**src/shared/iap_consts.svh**
```systemverilog
`ifndef IAP_CONSTS_SVH
`define IAP_CONSTS_SVH

// register map inside data memory sector 1
`define IAP_SECTOR 8'h01
`define IAP_OFF_CTRL 8'h43
`define IAP_OFF_KEY 8'h44
`define IAP_OFF_CLR 8'h45
`define IAP_OFF_ADDR_LO 8'h46
`define IAP_OFF_ADDR_HI 8'h47
`define IAP_OFF_DATA0 8'h48
`define IAP_OFF_DATA1 8'h4A
`define IAP_OFF_DATA3H 8'h4F

// control register fields
`define IAP_BIT_WEN_STAT 7
`define IAP_MODE_HI 6
`define IAP_MODE_LO 4
`define IAP_BIT_UNLOCK_EN 3
`define IAP_BIT_WR_TRIG 2
`define IAP_BIT_RD_EN 1
`define IAP_BIT_RD_TRIG 0
`define IAP_BIT_CLR_TRIG 0

`define IAP_MODE_WRITE 3'h0
`define IAP_MODE_ERASE 3'h1
`define IAP_MODE_READ 3'h3
`define IAP_MODE_UNLOCK 3'h6

`define IAP_RESET_KEY 8'h55
`define IAP_BYTE_RESET 8'h00
`define IAP_ADDR_HI_BITS 5

// unlock pattern, written to word1 low .. word3 high
`define IAP_PAT0 8'h00
`define IAP_PAT1 8'h04
`define IAP_PAT2 8'h0D
`define IAP_PAT3 8'h09
`define IAP_PAT4 8'hC3
`define IAP_PAT5 8'h40
`define IAP_PAT_LAST 3'h5

// unlock window: a longest time, so rounded down
`define IAP_UNLOCK_NS 300000
`define IAP_CLK_NS 20
`define IAP_UNLOCK_CYC (`IAP_UNLOCK_NS / `IAP_CLK_NS)

// host APB map
`define HOST_OFF_CMD 12'h000
`define HOST_OFF_STATUS 12'h004
`define HOST_OFF_IRQ_STAT 12'h008
`define HOST_OFF_IRQ_MASK 12'h00C
`define HOST_CMD_WR_BIT 24
`define HOST_EV_DONE 0
`define HOST_EV_CHIP_RST 1
`define HOST_EV_DROP 2
`define HOST_EV_BITS 3

`endif

```
**src/shared/iap_pkg.sv**
```systemverilog
package iap_pkg;

  typedef enum logic [1:0] {
    U_IDLE = 2'b01,
    U_RUN = 2'b10
  } unlock_state_t;

  typedef enum logic [1:0] {
    O_IDLE = 2'b01,
    O_WAIT = 2'b10
  } op_state_t;

  typedef enum logic [3:0] {
    H_IDLE = 4'b0001,
    H_WAIT = 4'b0010,
    H_ISSUE = 4'b0100,
    H_CAPT = 4'b1000
  } host_state_t;

endpackage

```
**src/shared/iap_link_if.sv**
```systemverilog
`timescale 1ns/1ns
interface iap_link_if;
  logic sel;
  logic wr;
  logic [7:0] sector;
  logic [7:0] offset;
  logic [7:0] wdata;
  logic [7:0] rdata;
  logic cpu_halt;
  logic chip_reset;

  modport dev (
    input sel,
    input wr,
    input sector,
    input offset,
    input wdata,
    output rdata,
    output cpu_halt,
    output chip_reset
  );

  modport host (
    output sel,
    output wr,
    output sector,
    output offset,
    output wdata,
    input rdata,
    input cpu_halt,
    input chip_reset
  );
endinterface

```
**src/iap_device.sv**
```systemverilog
// Our own choice: the APB interface to the registers.
`timescale 1ns/1ns
`include "iap_consts.svh"

// What this block does
// - control registers at sector 1, 43H to 45H
// - software clearing status bit disables writing
// - only successful unlock sets write status
// - mode field selects write, erase, read, unlock
// - unlock enable plus mode 110 runs unlock
// - software must re-arm unlock after success, failure or timeout
// - write trigger cleared by hardware when done
// - read enable bit gates flash reads
// - read trigger cleared by hardware when done
// - key 55H written resets whole chip
// - buffer clear self-clears, upper bits read zero
// - small variant address high holds five bits
// - large variant address high holds six bits
// - word pair holds low then high byte
// - exact six-byte pattern enables writing
// - 300us timeout, unlock enable self-clears when an unlock run ends
// - halt processor while write or read trigger
module iap_device
  import iap_pkg::*;
#(
  parameter int ADDR_HI_BITS = `IAP_ADDR_HI_BITS,
  parameter int UNLOCK_CYC = `IAP_UNLOCK_CYC
) (
  input wire logic pclk,
  input wire logic presetn,
  iap_link_if.dev link,
  output logic [13:0] flash_addr,
  output logic [15:0] flash_wdata,
  output logic flash_write,
  output logic flash_erase,
  output logic flash_read,
  output logic flash_clear,
  input wire logic flash_done,
  input wire logic [15:0] flash_rdata
);

  localparam logic [5:0] HI_MASK = 6'((1 << ADDR_HI_BITS) - 1);

  logic wen_stat;
  logic [2:0] mode;
  logic unlock_en;
  logic wr_trig;
  logic rd_en;
  logic rd_trig;
  logic clr_trig;
  logic [7:0] key;
  logic [7:0] addr_lo;
  logic [5:0] addr_hi;
  logic [7:0] data [8];
  logic [7:0] rdata;
  logic halt;
  logic chip_rst;

  unlock_state_t ustate;
  logic [$clog2(UNLOCK_CYC+1)-1:0] ucnt;
  logic [2:0] uidx;
  logic unlock_ok;
  logic unlock_end;

  op_state_t ostate;
  op_state_t next_ostate;
  logic [2:0] op_kind;
  logic [2:0] next_op_kind;
  logic launch_wr;
  logic launch_er;
  logic launch_rd;
  logic launch_clr;
  logic end_wr;
  logic end_rd;
  logic end_clr;
  logic next_wr_trig;
  logic next_rd_trig;

  logic wr_hit;
  logic rd_hit;
  logic ctrl_wr;
  logic data_wr;
  logic [2:0] data_idx;
  logic [7:0] pat;

  assign wr_hit = link.sel & link.wr & (link.sector == `IAP_SECTOR);
  assign rd_hit = link.sel & ~link.wr & (link.sector == `IAP_SECTOR);
  assign ctrl_wr = wr_hit & (link.offset == `IAP_OFF_CTRL);
  assign data_wr = wr_hit & (link.offset >= `IAP_OFF_DATA0)
                 & (link.offset <= `IAP_OFF_DATA3H);
  assign data_idx = 3'(link.offset - `IAP_OFF_DATA0);

  assign link.rdata = rdata;
  assign link.cpu_halt = halt;
  assign link.chip_reset = chip_rst;
  assign flash_addr = {addr_hi, addr_lo};
  assign flash_wdata = {data[1], data[0]};

  // plain configuration registers
  always_ff @(posedge pclk or negedge presetn) begin
    if (!presetn) begin
      mode <= 3'h0;
      rd_en <= 1'b0;
      key <= `IAP_BYTE_RESET;
      addr_lo <= `IAP_BYTE_RESET;
      addr_hi <= 6'h00;
    end else if (wr_hit) begin
      case (link.offset)
        `IAP_OFF_CTRL: begin
          mode <= link.wdata[`IAP_MODE_HI:`IAP_MODE_LO];
          rd_en <= link.wdata[`IAP_BIT_RD_EN];
        end
        `IAP_OFF_KEY: key <= link.wdata;
        `IAP_OFF_ADDR_LO: addr_lo <= link.wdata;
        `IAP_OFF_ADDR_HI: addr_hi <= link.wdata[5:0] & HI_MASK;
        default: begin
        end
      endcase
    end
  end

  // data word registers; read result lands in word 0
  always_ff @(posedge pclk or negedge presetn) begin
    if (!presetn) begin
      for (int i = 0; i < 8; i++) begin
        data[i] <= `IAP_BYTE_RESET;
      end
    end else if (end_rd && ostate == O_WAIT) begin
      data[0] <= flash_rdata[7:0];
      data[1] <= flash_rdata[15:8];
    end else if (data_wr) begin
      data[data_idx] <= link.wdata;
    end
  end

  // write status: set by unlock success only, set beats clear
  always_ff @(posedge pclk or negedge presetn) begin
    if (!presetn) begin
      wen_stat <= 1'b0;
    end else if (unlock_ok) begin
      wen_stat <= 1'b1;
    end else if (ctrl_wr && !link.wdata[`IAP_BIT_WEN_STAT]) begin
      wen_stat <= 1'b0;
    end
  end

  always_ff @(posedge pclk or negedge presetn) begin
    if (!presetn) begin
      unlock_en <= 1'b0;
    end else if (ctrl_wr && link.wdata[`IAP_BIT_UNLOCK_EN]) begin
      unlock_en <= 1'b1;
    end else if (unlock_end) begin
      unlock_en <= 1'b0;
    end else if (ctrl_wr) begin
      unlock_en <= 1'b0;
    end
  end

  always_comb begin
    case (uidx)
      3'h0: pat = `IAP_PAT0;
      3'h1: pat = `IAP_PAT1;
      3'h2: pat = `IAP_PAT2;
      3'h3: pat = `IAP_PAT3;
      3'h4: pat = `IAP_PAT4;
      default: pat = `IAP_PAT5;
    endcase
  end

  // unlock sequence: in-order pattern into word1..word3, bounded by timeout
  always_comb begin
    unlock_ok = 1'b0;
    unlock_end = 1'b0;
    if (ustate == U_RUN) begin
      if (ucnt == ($bits(ucnt))'(UNLOCK_CYC - 1)) begin
        unlock_end = 1'b1;
      end else if (data_wr && link.offset >= `IAP_OFF_DATA1) begin
        if (link.offset == 8'(`IAP_OFF_DATA1 + uidx)
            && link.wdata == pat) begin
          unlock_ok = (uidx == `IAP_PAT_LAST);
          unlock_end = unlock_ok;
        end else begin
          unlock_end = 1'b1;
        end
      end
    end
  end

  always_ff @(posedge pclk or negedge presetn) begin
    if (!presetn) begin
      ustate <= U_IDLE;
      ucnt <= '0;
      uidx <= 3'h0;
    end else begin
      case (ustate)
        U_IDLE: begin
          ucnt <= '0;
          uidx <= 3'h0;
          if (unlock_en && mode == `IAP_MODE_UNLOCK) begin
            ustate <= U_RUN;
          end
        end
        U_RUN: begin
          ucnt <= ucnt + 1'b1;
          if (unlock_end) begin
            ustate <= U_IDLE;
          end else if (data_wr && link.offset >= `IAP_OFF_DATA1) begin
            uidx <= uidx + 3'h1;
          end
        end
        default: ustate <= U_IDLE;
      endcase
    end
  end

  // flash operation sequencer
  always_comb begin
    next_ostate = ostate;
    next_op_kind = op_kind;
    launch_wr = 1'b0;
    launch_er = 1'b0;
    launch_rd = 1'b0;
    launch_clr = 1'b0;
    end_wr = 1'b0;
    end_rd = 1'b0;
    end_clr = 1'b0;
    case (ostate)
      O_IDLE: begin
        if (wr_trig) begin
          if (wen_stat && mode == `IAP_MODE_WRITE) begin
            launch_wr = 1'b1;
          end else if (wen_stat && mode == `IAP_MODE_ERASE) begin
            launch_er = 1'b1;
          end else begin
            end_wr = 1'b1;
          end
          next_op_kind = 3'b001;
          next_ostate = end_wr ? O_IDLE : O_WAIT;
        end else if (rd_trig) begin
          if (rd_en && mode == `IAP_MODE_READ) begin
            launch_rd = 1'b1;
            next_ostate = O_WAIT;
          end else begin
            end_rd = 1'b1;
          end
          next_op_kind = 3'b010;
        end else if (clr_trig) begin
          launch_clr = 1'b1;
          next_op_kind = 3'b100;
          next_ostate = O_WAIT;
        end
      end
      O_WAIT: begin
        if (flash_done) begin
          end_wr = op_kind[0];
          end_rd = op_kind[1];
          end_clr = op_kind[2];
          next_ostate = O_IDLE;
        end
      end
      default: next_ostate = O_IDLE;
    endcase
  end

  // triggers: software sets, hardware clears on completion
  always_comb begin
    next_wr_trig = wr_trig;
    next_rd_trig = rd_trig;
    if (ctrl_wr && link.wdata[`IAP_BIT_WR_TRIG]) begin
      next_wr_trig = 1'b1;
    end else if (end_wr) begin
      next_wr_trig = 1'b0;
    end
    if (ctrl_wr && link.wdata[`IAP_BIT_RD_TRIG]) begin
      next_rd_trig = 1'b1;
    end else if (end_rd) begin
      next_rd_trig = 1'b0;
    end
  end

  always_ff @(posedge pclk or negedge presetn) begin
    if (!presetn) begin
      wr_trig <= 1'b0;
      rd_trig <= 1'b0;
      halt <= 1'b0;
    end else begin
      wr_trig <= next_wr_trig;
      rd_trig <= next_rd_trig;
      halt <= next_wr_trig | next_rd_trig;
    end
  end

  always_ff @(posedge pclk or negedge presetn) begin
    if (!presetn) begin
      clr_trig <= 1'b0;
    end else if (wr_hit && link.offset == `IAP_OFF_CLR
                 && link.wdata[`IAP_BIT_CLR_TRIG]) begin
      clr_trig <= 1'b1;
    end else if (end_clr) begin
      clr_trig <= 1'b0;
    end
  end

  always_ff @(posedge pclk or negedge presetn) begin
    if (!presetn) begin
      ostate <= O_IDLE;
      op_kind <= 3'b000;
      flash_write <= 1'b0;
      flash_erase <= 1'b0;
      flash_read <= 1'b0;
      flash_clear <= 1'b0;
    end else begin
      ostate <= next_ostate;
      op_kind <= next_op_kind;
      flash_write <= launch_wr;
      flash_erase <= launch_er;
      flash_read <= launch_rd;
      flash_clear <= launch_clr;
    end
  end

  always_ff @(posedge pclk or negedge presetn) begin
    if (!presetn) begin
      chip_rst <= 1'b0;
    end else begin
      chip_rst <= wr_hit && link.offset == `IAP_OFF_KEY
                  && link.wdata == `IAP_RESET_KEY;
    end
  end

  // read mux, answer one cycle after the strobe
  always_ff @(posedge pclk or negedge presetn) begin
    if (!presetn) begin
      rdata <= `IAP_BYTE_RESET;
    end else if (rd_hit) begin
      case (link.offset)
        `IAP_OFF_CTRL:
          rdata <= {wen_stat, mode, unlock_en, wr_trig, rd_en, rd_trig};
        `IAP_OFF_KEY: rdata <= key;
        `IAP_OFF_CLR: rdata <= {7'h00, clr_trig};
        `IAP_OFF_ADDR_LO: rdata <= addr_lo;
        `IAP_OFF_ADDR_HI: rdata <= {2'b00, addr_hi};
        default: begin
          if (link.offset >= `IAP_OFF_DATA0
              && link.offset <= `IAP_OFF_DATA3H) begin
            rdata <= data[data_idx];
          end else begin
            rdata <= `IAP_BYTE_RESET;
          end
        end
      endcase
    end
  end

endmodule

```
**src/flat_wrapper.sv**
```systemverilog
// flat-port wrapper written by rule: the top's interface ports become plain ports
module iap_device_flat import iap_pkg::*;
#(
  parameter int ADDR_HI_BITS = `IAP_ADDR_HI_BITS,
  parameter int UNLOCK_CYC = `IAP_UNLOCK_CYC
)
  (pclk, presetn, flash_addr, flash_wdata, flash_write, flash_erase, flash_read, flash_clear, flash_done, flash_rdata, link_sel, link_wr, link_sector, link_offset, link_wdata, link_rdata, link_cpu_halt, link_chip_reset);
  iap_link_if link_i ();
  input wire logic pclk;
  input wire logic presetn;
  output logic [13:0] flash_addr;
  output logic [15:0] flash_wdata;
  output logic flash_write;
  output logic flash_erase;
  output logic flash_read;
  output logic flash_clear;
  input wire logic flash_done;
  input wire logic [15:0] flash_rdata;
  input wire logic [$bits(link_i.sel)-1:0] link_sel;
  input wire logic [$bits(link_i.wr)-1:0] link_wr;
  input wire logic [$bits(link_i.sector)-1:0] link_sector;
  input wire logic [$bits(link_i.offset)-1:0] link_offset;
  input wire logic [$bits(link_i.wdata)-1:0] link_wdata;
  output wire logic [$bits(link_i.rdata)-1:0] link_rdata;
  output wire logic [$bits(link_i.cpu_halt)-1:0] link_cpu_halt;
  output wire logic [$bits(link_i.chip_reset)-1:0] link_chip_reset;
  assign link_i.sel = link_sel;
  assign link_i.wr = link_wr;
  assign link_i.sector = link_sector;
  assign link_i.offset = link_offset;
  assign link_i.wdata = link_wdata;
  assign link_rdata = link_i.rdata;
  assign link_cpu_halt = link_i.cpu_halt;
  assign link_chip_reset = link_i.chip_reset;
  iap_device #(.ADDR_HI_BITS(ADDR_HI_BITS), .UNLOCK_CYC(UNLOCK_CYC)) u_core (.pclk(pclk), .presetn(presetn), .link(link_i), .flash_addr(flash_addr), .flash_wdata(flash_wdata), .flash_write(flash_write), .flash_erase(flash_erase), .flash_read(flash_read), .flash_clear(flash_clear), .flash_done(flash_done), .flash_rdata(flash_rdata));
endmodule
```
**config.mk**
```make
export PLATFORM = sky130hd
export DESIGN_NAME = iap_device_flat
export DESIGN_NICKNAME = d
export VERILOG_FILES = /design/src/shared/iap_pkg.sv /design/src/shared/iap_link_if.sv /design/src/iap_device.sv /design/src/flat_wrapper.sv
export VERILOG_INCLUDE_DIRS = /design/src /design/src/shared
export SDC_FILE = /design/constraint.sdc
export NUM_CORES = 1
export LEC_CHECK = 0
export BUFFER_PORTS_ARGS = -buffer_cell sky130_fd_sc_hd__buf_4
export CAP_MARGIN = 30
export CORE_MARGIN = 5
export CORE_UTILIZATION = 56
export CTS_CLUSTER_DIAMETER = 80
export CTS_CLUSTER_SIZE = 16
export DETAILED_ROUTE_END_ITERATION = 8
export HOLD_SLACK_MARGIN = 0.06
export PLACE_DENSITY_LB_ADDON = 0.05
export SETUP_SLACK_MARGIN = 0.5
export SLEW_MARGIN = 20
export SYNTH_ARGS = -nofsm -noshare
export SYNTH_HDL_FRONTEND = slang
export SYNTH_SLANG_ARGS = --single-unit
```
**constraint.sdc**
```tcl
create_clock -name pclk -period 5.2 [get_ports pclk]
set_clock_uncertainty 0.15 [all_clocks]
set_input_delay 1.04 -clock pclk [delete_from_list [all_inputs] [get_ports pclk]]
set_output_delay 1.04 -clock pclk [all_outputs]
set_load 0.05 [all_outputs]
```
==> flow_summary.yaml, run 1 <==
clock_tree:
  cts-buffers-inserted: 17
  cts_setup_buffers: 0
  htreeDepth: 4
  clk_transition_reported_paths_ns: 0.05
  clockBufferDepth: 2
  cts_tree: "yes"
  cts_resized: 0
  post_cts_hold_buffer_count: 0
  clockRootBuffer: "clkbuf_16"
  cts_sinks: 132
  clock_latency_ns: 0.42
logic_synthesis:
  async_flop_share_pct: 100
  ys_ff_latch: 132
  synthFlopType: "dfrtp_1"
  synth.net_count: 713
  synth_compound_area_share_pct: 9.76
  seq_area_frac_synth_pct: 47.3
  syn_area_sq_mm: 0.00699
  netlist_instances: 657
  synth_warnings: 0
  synthAdderAreaFrac_pct: 1.97
  synth.area.mux_share_pct: 19.1
  yosysTopAreaCell: "dfrtp_1"
  synthTopCellsByCount: "dfrtp_1, mux2_2, nand2_1"
  synth.distinct_cells: 62
  yosysMostFrequentCell: "dfrtp_1"
  synth.area.top_cells: "dfrtp_1, mux2_2, mux2i_1"
  synth_edf_count: 0
  avgSynthCellArea_sq_um: 10.6
  yosysTopAreaCellShare_pct: 46.5
  post_synth_and_or_nand_nor_area_fraction_pct: 15.5
  synth_top_family_by_area: "multiplexers"
  synth_xor_area_share_pct: 1.63
sta:
  max_freq_mhz: 321
  hold_viol_final: 0
  setup_viol: 0
  final_max_slew_viol_count: 0
  timing.setup.tns_ns: 0
  period_needed_ns: 3.12
  rsz0062_at_grt: "false"
  relSlewSlack_pct: 47.7
  worst_slew_pin_slew_ns: 0.777
  finalCritPeriodShare_pct: 59.9
floorplan:
  die_h_um: 122
  dieArea_sq_mm: 0.0148
  ios: 89
  initial_core_util_pct: 57.7
  core_sq_mm: 0.0121
  die_w_um: 122
  rows: 40
global_route:
  grt_pass1_wl_um: 28600
  first_global_vias: 5371
  grt_max_degree: 49
  grt_overflow: 0
  antenna_found_initial: 0
  grt_use_total_pct: 25.3
critical_path:
  end_kind: "register"
  critPathKind: "in -> reg"
  r2r_start: "u_core.ostate[1]"
  crit_start: "link_offset[4]"
  crit_fanout: 7
  critical_path_required_ns: 5.35
  startpoint_type: "primary input"
  reg2reg_depth: 9
  arrival_ns: 3.27
layout:
  drive_gt1_share_pct: 29.5
  diodes: 0
  nets: 771
  fin_area_sq_mm: 0.00817
  n_fill_cell: 974
  areaGrowthSynthToFinish_pct: 16.9
placed_design:
  hpwl_um: 12500
  placed_cell_area_sq_mm: 0.00760
  portBuffers: 87
  gp_congestion: 0.854
worst_hold_path:
  hold_depth: 2
  min_from: "u_core.link.rdata[3]"
  hp-class: "reg -> reg"
routing:
  ant_nets: 0
  routed_wl_um: 18100
  first_pass_iters: 5
  routedWlPerCell_um: 20.2
  vias_per_cell: 5.98
  vias: 5360
  post-route-drc-count: 0
  drt_iter0_drc: 403
power_and_ir_drop:
  switching_share_pct: 22.7
  p_leak_nw: 3.88
  p_comb_share_pct: 8.1
  seqPwrFrac_pct: 43.6
  ir_drop_mv: 0.155
  switching_power_mw: 0.546
  pwr-share-clk_pct: 48.3
  p_per_area_mw_per_mm2: 294
  p_int_mw: 1.85
job:
  drv_cap: 0
outcome:
  outcome: "finished, final reports clean"
[critical path, stage by stage]
cell and delay, ns:
buf_4 0.12, nor4b_2 0.47, nor2b_1 0.50, nand3_1 0.29, nor2_1 0.46, mux2_2 0.39
[area by class of cell]
cell class | instances | area (sq um) | area share, %
Clock inverter | 5 | 77.6 | 0.949
Sequential cell | 132 | 3310 | 40.5
Multi-Input combinational cell | 460 | 3360 | 41.1
Timing Repair Buffer | 90 | 676 | 8.27
Tap cell | 168 | 210 | 2.57
Clock buffer | 27 | 493 | 6.03
Inverter | 14 | 52.6 | 0.643
[cell families (layout without fill, tap and decap cells)]
kind of cell,count (synthesis),after routing
buffers and inverters,65,136
AO/OA/AOI/OAI,108,108
XOR/XNOR,13,13
AND/OR/NAND/NOR,213,213
flip-flops,132,132
multiplexers,114,114
adder cells (fa/ha/maj),11,11
other,1,1
[layer usage]
layer	up-vias	track usage, %	part of all wire (%)
met2	176	42.1	49
met4	0	9.24	2.2
li1	2450	-	-
met5	-	0	0
met1	2701	33.3	44
met3	33	4.55	4.7
[power by group through the flow]
stage                     Combinational [mW]  Sequential, mW  Clock [mW]
after floorplan                        0.110            1.06           0
after global placement                 0.186            1.06           0
after detailed placement               0.191            1.06           0
after CTS                              0.194            1.05        1.17
after global routing                   0.211            1.05        1.22
final                                  0.194            1.05        1.16
[registers in the layout, indices dropped and copies added (netlist names)]
| name | flops |
|---|---|
| u_core.rd_en | 1 |
| u_core.op_kind | 3 |
| u_core.addr_lo | 8 |
| u_core.ucnt | 14 |
| u_core.key | 8 |
| u_core.flash_read | 1 |
| u_core.uidx | 3 |
| u_core.addr_hi | 5 |
| u_core.data | 48 |
| u_core.link.cpu_halt | 1 |
| u_core.unlock_en | 1 |
| u_core.ustate | 2 |
| u_core.flash_wdata | 16 |
| u_core.rd_trig | 1 |
| u_core.flash_erase | 1 |
| u_core.flash_clear | 1 |
| u_core.wr_trig | 1 |
| u_core.link.chip_reset | 1 |
| u_core.link.rdata | 8 |
| u_core.mode | 3 |
| u_core.ostate | 2 |
| u_core.flash_write | 1 |
| u_core.wen_stat | 1 |
| u_core.clr_trig | 1 |
[placed cells by master (no fill, tap or decap), drive strengths merged, types with 3 or more instances in the layout]
cell	count
nand3b	4
nand3	16
and3	3
nand2	70
o31ai	4
a211oi	3
clkbuf	27
and4	3
or3	5
xor2	9
nor3b	6
xnor2	4
o221ai	3
o211ai	3
nor3	12
a22oi	3
o21ai	31
dfrtp	130
a221oi	3
ha	11
nor2	55
nor2b	10
nor4	4
mux4	8
a22o	3
nand4	3
mux2	77
o22ai	8
a31oi	10
nand2b	10
mux2i	29
inv	14
a21oi	24
buf	90
[worst paths after layout]
check                                  endpoint  slack, ns
max                           u_core.addr_hi[4]       2.08
min                        u_core.link.rdata[3]       0.33
max reg2reg                     u_core.data[20]       2.25
min reg2reg                u_core.link.rdata[3]       0.33
max in group asynchronous       u_core.data[21]       3.37
min in group asynchronous    u_core.flash_clear       0.48
[through the flow]
| step | util (%) | hold slack (ns) | power (mW) | setup WS (ns) | cells |
|---|---|---|---|---|---|
| final | 67.5 | 0.327 | 2.40 | 2.08 | 896 |
| after floorplan | - | 0.297 | 1.17 | 2.27 | 657 |
| after CTS | 67.5 | 0.333 | 2.41 | 2.10 | 896 |
| after detailed placement | 62.8 | 0.321 | 1.25 | 1.66 | 864 |
| after global routing | 67.5 | 0.349 | 2.48 | 1.96 | 896 |
| after global placement | 62.8 | 0.314 | 1.25 | 1.77 | 864 |
Note: power is estimated with default switching activity, not from simulation.
==> run 2, diff against run 1 <==
ABC_AREA = 1   (was not set)
CORE_UTILIZATION = 53   (was 56)
clock period = 2.6 ns   (was 5.2 ns; I/O delays follow)
==> flow_summary.yaml, run 2 <==
global_route:
  first_global_vias: 6426
  grt_overflow: 0
  grt_max_degree: 81
  grt_use_total_pct: 28.1
  grt_pass1_wl_um: 34800
  antenna_found_initial: 1
sta:
  finalCritPeriodShare_pct: 80.2
  timing.setup.tns_ns: 0
  max_freq_mhz: 479
  period_needed_ns: 2.09
  final_max_slew_viol_count: 0
  worst_slew_pin_slew_ns: 0.544
  relSlewSlack_pct: 63.7
  holdWs_ns: 0.209
  setup_viol: 0
  hold_viol_final: 0
  rsz0062_at_grt: "true"
layout:
  diodes: 0
  n_fill_cell: 1058
  drive_gt1_share_pct: 25.8
  register_area_sq_mm: 0.00331
  multiInputGateArea_sq_mm: 0.00335
  final_cell_mix: "nand2_1, dfrtp_1, buf_4"
  areaGrowthSynthToFinish_pct: 26.6
  layout_commonest_cell: "nand2_1"
  nets: 1031
  final_util_pct: 67.8
  largest_reg_flops: 48
  regMostFlops: "u_core.data"
placed_design:
  hpwl_um: 15200
  portBuffers: 87
  gp_congestion: 0.930
floorplan:
  dieArea_sq_mm: 0.0157
  initial_core_util_pct: 53.6
  die_w_um: 125
  core_sq_mm: 0.0131
  die_h_um: 125
  rows: 42
  ios: 89
logic_synthesis:
  synth.area.top_cells: "dfrtp_1, nand2_1, inv_1"
  synth_warnings: 0
  synth_edf_count: 0
  ys_ff_latch: 132
  seq_area_frac_synth_pct: 47.0
  async_flop_share_pct: 100
  synth.net_count: 919
  netlist_instances: 863
  yosysTopAreaCell: "dfrtp_1"
  avgSynthCellArea_sq_um: 8.15
  yosysTopAreaCellShare_pct: 46.2
  syn_area_sq_mm: 0.00704
  synth.distinct_cells: 48
  synthTopCellsByCount: "nand2_1, dfrtp_1, inv_1"
  synthFlopType: "dfrtp_1"
  yosysMostFrequentCell: "nand2_1"
critical_path:
  crit_fanout: 6
  critical_path_required_ns: 2.82
  arrival_ns: 2.30
  critPathKind: "reg -> reg"
  startpoint_type: "register"
  end_kind: "register"
routing:
  vias_per_cell: 5.70
  routedWlPerCell_um: 18.8
  vias: 6636
  ant_nets: 0
  post-route-drc-count: 0
  drt_iter0_drc: 696
  first_pass_iters: 5
  routed_wl_um: 21900
clock_tree:
  cts-buffers-inserted: 17
  clockBufferDepth: 2
  htreeDepth: 4
  clock_latency_ns: 0.43
  clockRootBuffer: "clkbuf_16"
  clk_transition_reported_paths_ns: 0.06
  cts_sinks: 132
  cts_tree: "yes"
power_and_ir_drop:
  p_leak_nw: 4.17
  p_per_area_mw_per_mm2: 561
  power.total_mw: 5.00
  ir_drop_mv: 0.583
job:
  drv_cap: 0
outcome:
  outcome: "finished, final reports clean"
worst_hold_path:
  hp-class: "in -> reg"
run 2: through the flow:
step,area (sq um),worst slack [ns],std cells
finish,8910,0.514,1164
global route,8910,0.378,1164
CTS,8670,0.500,1152
detailed placement,7830,0.203,1104
global placement,7830,0.265,1104
floorplan,7040,0.546,863
run 2: final timing paths:
check	startpoint	to	slack, ns	depth (start not counted)
hold / removal	flash_rdata[0]	u_core.flash_wdata[0]	0.21	3
min in group asynchronous	presetn	u_core.flash_wdata[3]	0.31	2
setup / recovery	u_core.uidx[1]	u_core.ustate[1]	0.51	13
setup reg to reg	u_core.uidx[1]	u_core.ustate[1]	0.51	13
hold reg to reg	u_core.key[0]	u_core.key[0]	0.34	2
max in group asynchronous	presetn	u_core.ustate[0]	1.34	3
run 2: routing by layer:
layer | GRT usage, % | up-vias | part of all wire [%]
li1 | - | 3092 | -
met1 | 38.8 | 3178 | 43
met2 | 42.5 | 314 | 45
met3 | 8.02 | 50 | 9.0
met4 | 9.89 | 2 | 3.0
met5 | 0 | - | 0.059
run 2: kinds of logic (layout without fill, tap and decap cells):
logic type,count (synthesis),in the layout,synth area share [%]
flops,132,132,47.0
mux,1,1,0.142
fa+ha+maj,11,11,1.96
other cells,1,1,0.0533
compound gates,181,183,15.7
buf+inv,144,264,9.57
simple gates,391,394,25.3
xor+xnor,2,2,0.249
run 2: area by class of cell:
type | count | area share, %
clock buffer | 17 | 4.78
inverter | 98 | 4.36
tap | 176 | 2.47
timing repair buffer | 133 | 11.9
timing repair inverter | 1 | 0.126
sequential | 132 | 37.2
clock inverter | 15 | 1.66
multi-input combinational | 592 | 37.6
run 2: worst max-delay path, cell delays in order (launching register included):
cell	delay, ns
dfrtp_2	0.47
inv_2	0.07
ha_1	0.21
nand2_2	0.13
nor2_1	0.06
nor2_1	0.10
nand3_1	0.10
nor2_1	0.15
nand3_2	0.14
nand2_4	0.13
nand3_4	0.10
nand2_2	0.09
nand2_1	0.06
nand2_1	0.06
run 2: where the power goes:
part	leakage, nW	switching, mW	internal [mW]
clock	0.261	0.990	1.33
sequential	1.77	0.0173	2.08
combinational	2.14	0.367	0.208
run 2: repair_timing:
action                     in CTS  in global routing
buffers inserted               12                  9
pin swaps                       9                 24
setup endpoints to repair      74                 86
gates resized for setup        26                 42
hold buffers                    1                  0
cloned                          3                  3
hold endpoints to repair       51                  0
==> run 3, diff against run 2 <==
ABC_AREA = 0   (was 1)
clock period = 1.8 ns   (was 2.6 ns; I/O delays follow)
==> flow_summary.yaml, run 3 (synthesis results as in run 1) <==
outcome:
  outcome: "finished, violations left"
  violations: "negative setup slack"
sta:
  final_max_slew_viol_count: 0
  setup_viol: 73
  finalCritPeriodShare_pct: 139
  max_freq_mhz: 400
  holdWs_ns: 0.0848
  rsz0062_at_grt: "true"
  hold_viol_final: 0
  worst_slack_ns: -0.702
  timing.setup.tns_ns: -24.14
  period_needed_ns: 2.50
clock_tree:
  htreeDepth: 4
  cts_tree: "yes"
  clock_latency_ns: 0.43
  clockRootBuffer: "clkbuf_16"
  clk_transition_reported_paths_ns: 0.06
  clockBufferDepth: 2
  cts-buffers-inserted: 17
  cts_sinks: 132
placed_design:
  hpwl_um: 14400
  placed_cells: 982
  placed_cell_area_sq_mm: 0.00891
  place_ws_ns: -0.701
  portBuffers: 87
  gp_congestion: 0.902
routing:
  vias: 6426
  routed_wl_um: 24100
  ant_nets: 0
  post-route-drc-count: 0
  routedWlPerCell_um: 22.1
  vias_per_cell: 5.91
  first_pass_iters: 5
  drt_iter0_drc: 547
global_route:
  grt_pass1_wl_um: 35300
  first_global_vias: 6672
  grt_use_total_pct: 28.6
  antenna_found_initial: 0
  grt_overflow: 0
  grt_max_degree: 42
layout:
  layout_commonest_cell: "buf_4"
  final_cell_mix: "buf_4, dfrtp_1, buf_6"
  fin_area_sq_mm: 0.0112
  multiInputGateArea_sq_mm: 0.00436
  diodes: 0
  regMostFlops: "u_core.data"
  n_fill_cell: 636
  largest_reg_flops: 48
  areaGrowthSynthToFinish_pct: 60.7
  register_area_sq_mm: 0.00331
  nets: 956
  drive_gt1_share_pct: 56.9
  layoutNonFillerInstCount: 1088
  final_util_pct: 85.8
power_and_ir_drop:
  power.total_mw: 7.87
  ir_drop_mv: 0.602
  p_per_area_mw_per_mm2: 701
  p_leak_nw: 5.16
critical_path:
  crit_end: "u_core.ustate[0]"
  crit_start: "u_core.uidx[2]"
  reg2reg_depth: 7
  r2r_end: "u_core.ustate[0]"
  end_kind: "register"
  critPathKind: "reg -> reg"
  crit_fanout: 3
  r2r_start: "u_core.uidx[2]"
  startpoint_type: "register"
  critical_path_required_ns: 2.00
  rrSetupSlack_ns: -0.70
  arrival_ns: 2.70
job:
  drv_cap: 0
floorplan:
  ios: 89
  dieArea_sq_mm: 0.0156
  core_sq_mm: 0.0131
  die_w_um: 125
  die_h_um: 125
  rows: 42
  initial_core_util_pct: 53.4
worst_hold_path:
  hp-class: "in -> reg"
  min_from: "flash_rdata[0]"
run 3: cell count changes in the layout (fill, tap and decap cells not counted), sizes merged, moves of 14 or more:
cell,delta
dlygate4sd3,+14
nand3,-50
mux2i,+28
nand2,-174
o21ai,-76
mux2,+77
buf,+125
inv,-88
run 3: worst max-delay path, stage by stage, from the launching register on:
cell and delay, ns:
dfrtp_1 0.38, ha_1 0.30, xor2_1 0.14, or4b_1 0.48, nor3_2 0.25, nand4_4 0.13
o21a_1 0.21, or3_4 0.38
run 3: how the worst min path moves through the flow:
stage	endpoint	slack [ns]	cells past startpoint
after floorplan	u_core.addr_hi[0]	-0.09	0
after global routing	u_core.flash_wdata[0]	0.09	3
after detailed placement	u_core.flash_clear	0.17	1
after CTS	u_core.flash_wdata[10]	0.07	3
after global placement	u_core.flash_clear	0.16	1
final	u_core.flash_wdata[0]	0.08	3
run 3: routing by layer:
| metal | part of all wire (%) | wire (um) | GRT usage [%] |
|---|---|---|---|
| met5 | 0 | 0 | 0 |
| met3 | 5.8 | 1400 | 6.86 |
| met2 | 51 | 12200 | 48.4 |
| met4 | 4.6 | 1110 | 14.5 |
| met1 | 39 | 9390 | 34.1 |
run 3: cell type report:
cell class | instances | share of cell area (%)
multi-input cells | 460 | 38.8
clock inverters | 11 | 1.34
flip-flops and latches | 132 | 29.5
clock buffers | 20 | 4.07
well taps | 176 | 1.96
inverters | 14 | 0.468
repair buffers | 275 | 23.9
run 3: repair_timing:
action / 4_1_cts / 5_1_grt
pin swaps: 41 / 32
cloned: 1 / 3
hold buffers: 13 / 2
setup endpoints to repair: 172 / 174
gates resized for setup: 142 / 111
hold endpoints to repair: 53 / 2
buffers inserted: 33 / 23
run 3: power by group:
group	total (mW)	internal, mW	switching [mW]	leakage, nW
clock	3.58	2.25	1.33	0.293
sequential	3.04	3.00	0.0357	1.82
combinational	1.25	0.636	0.617	3.05
total	7.87	5.89	1.98	5.16
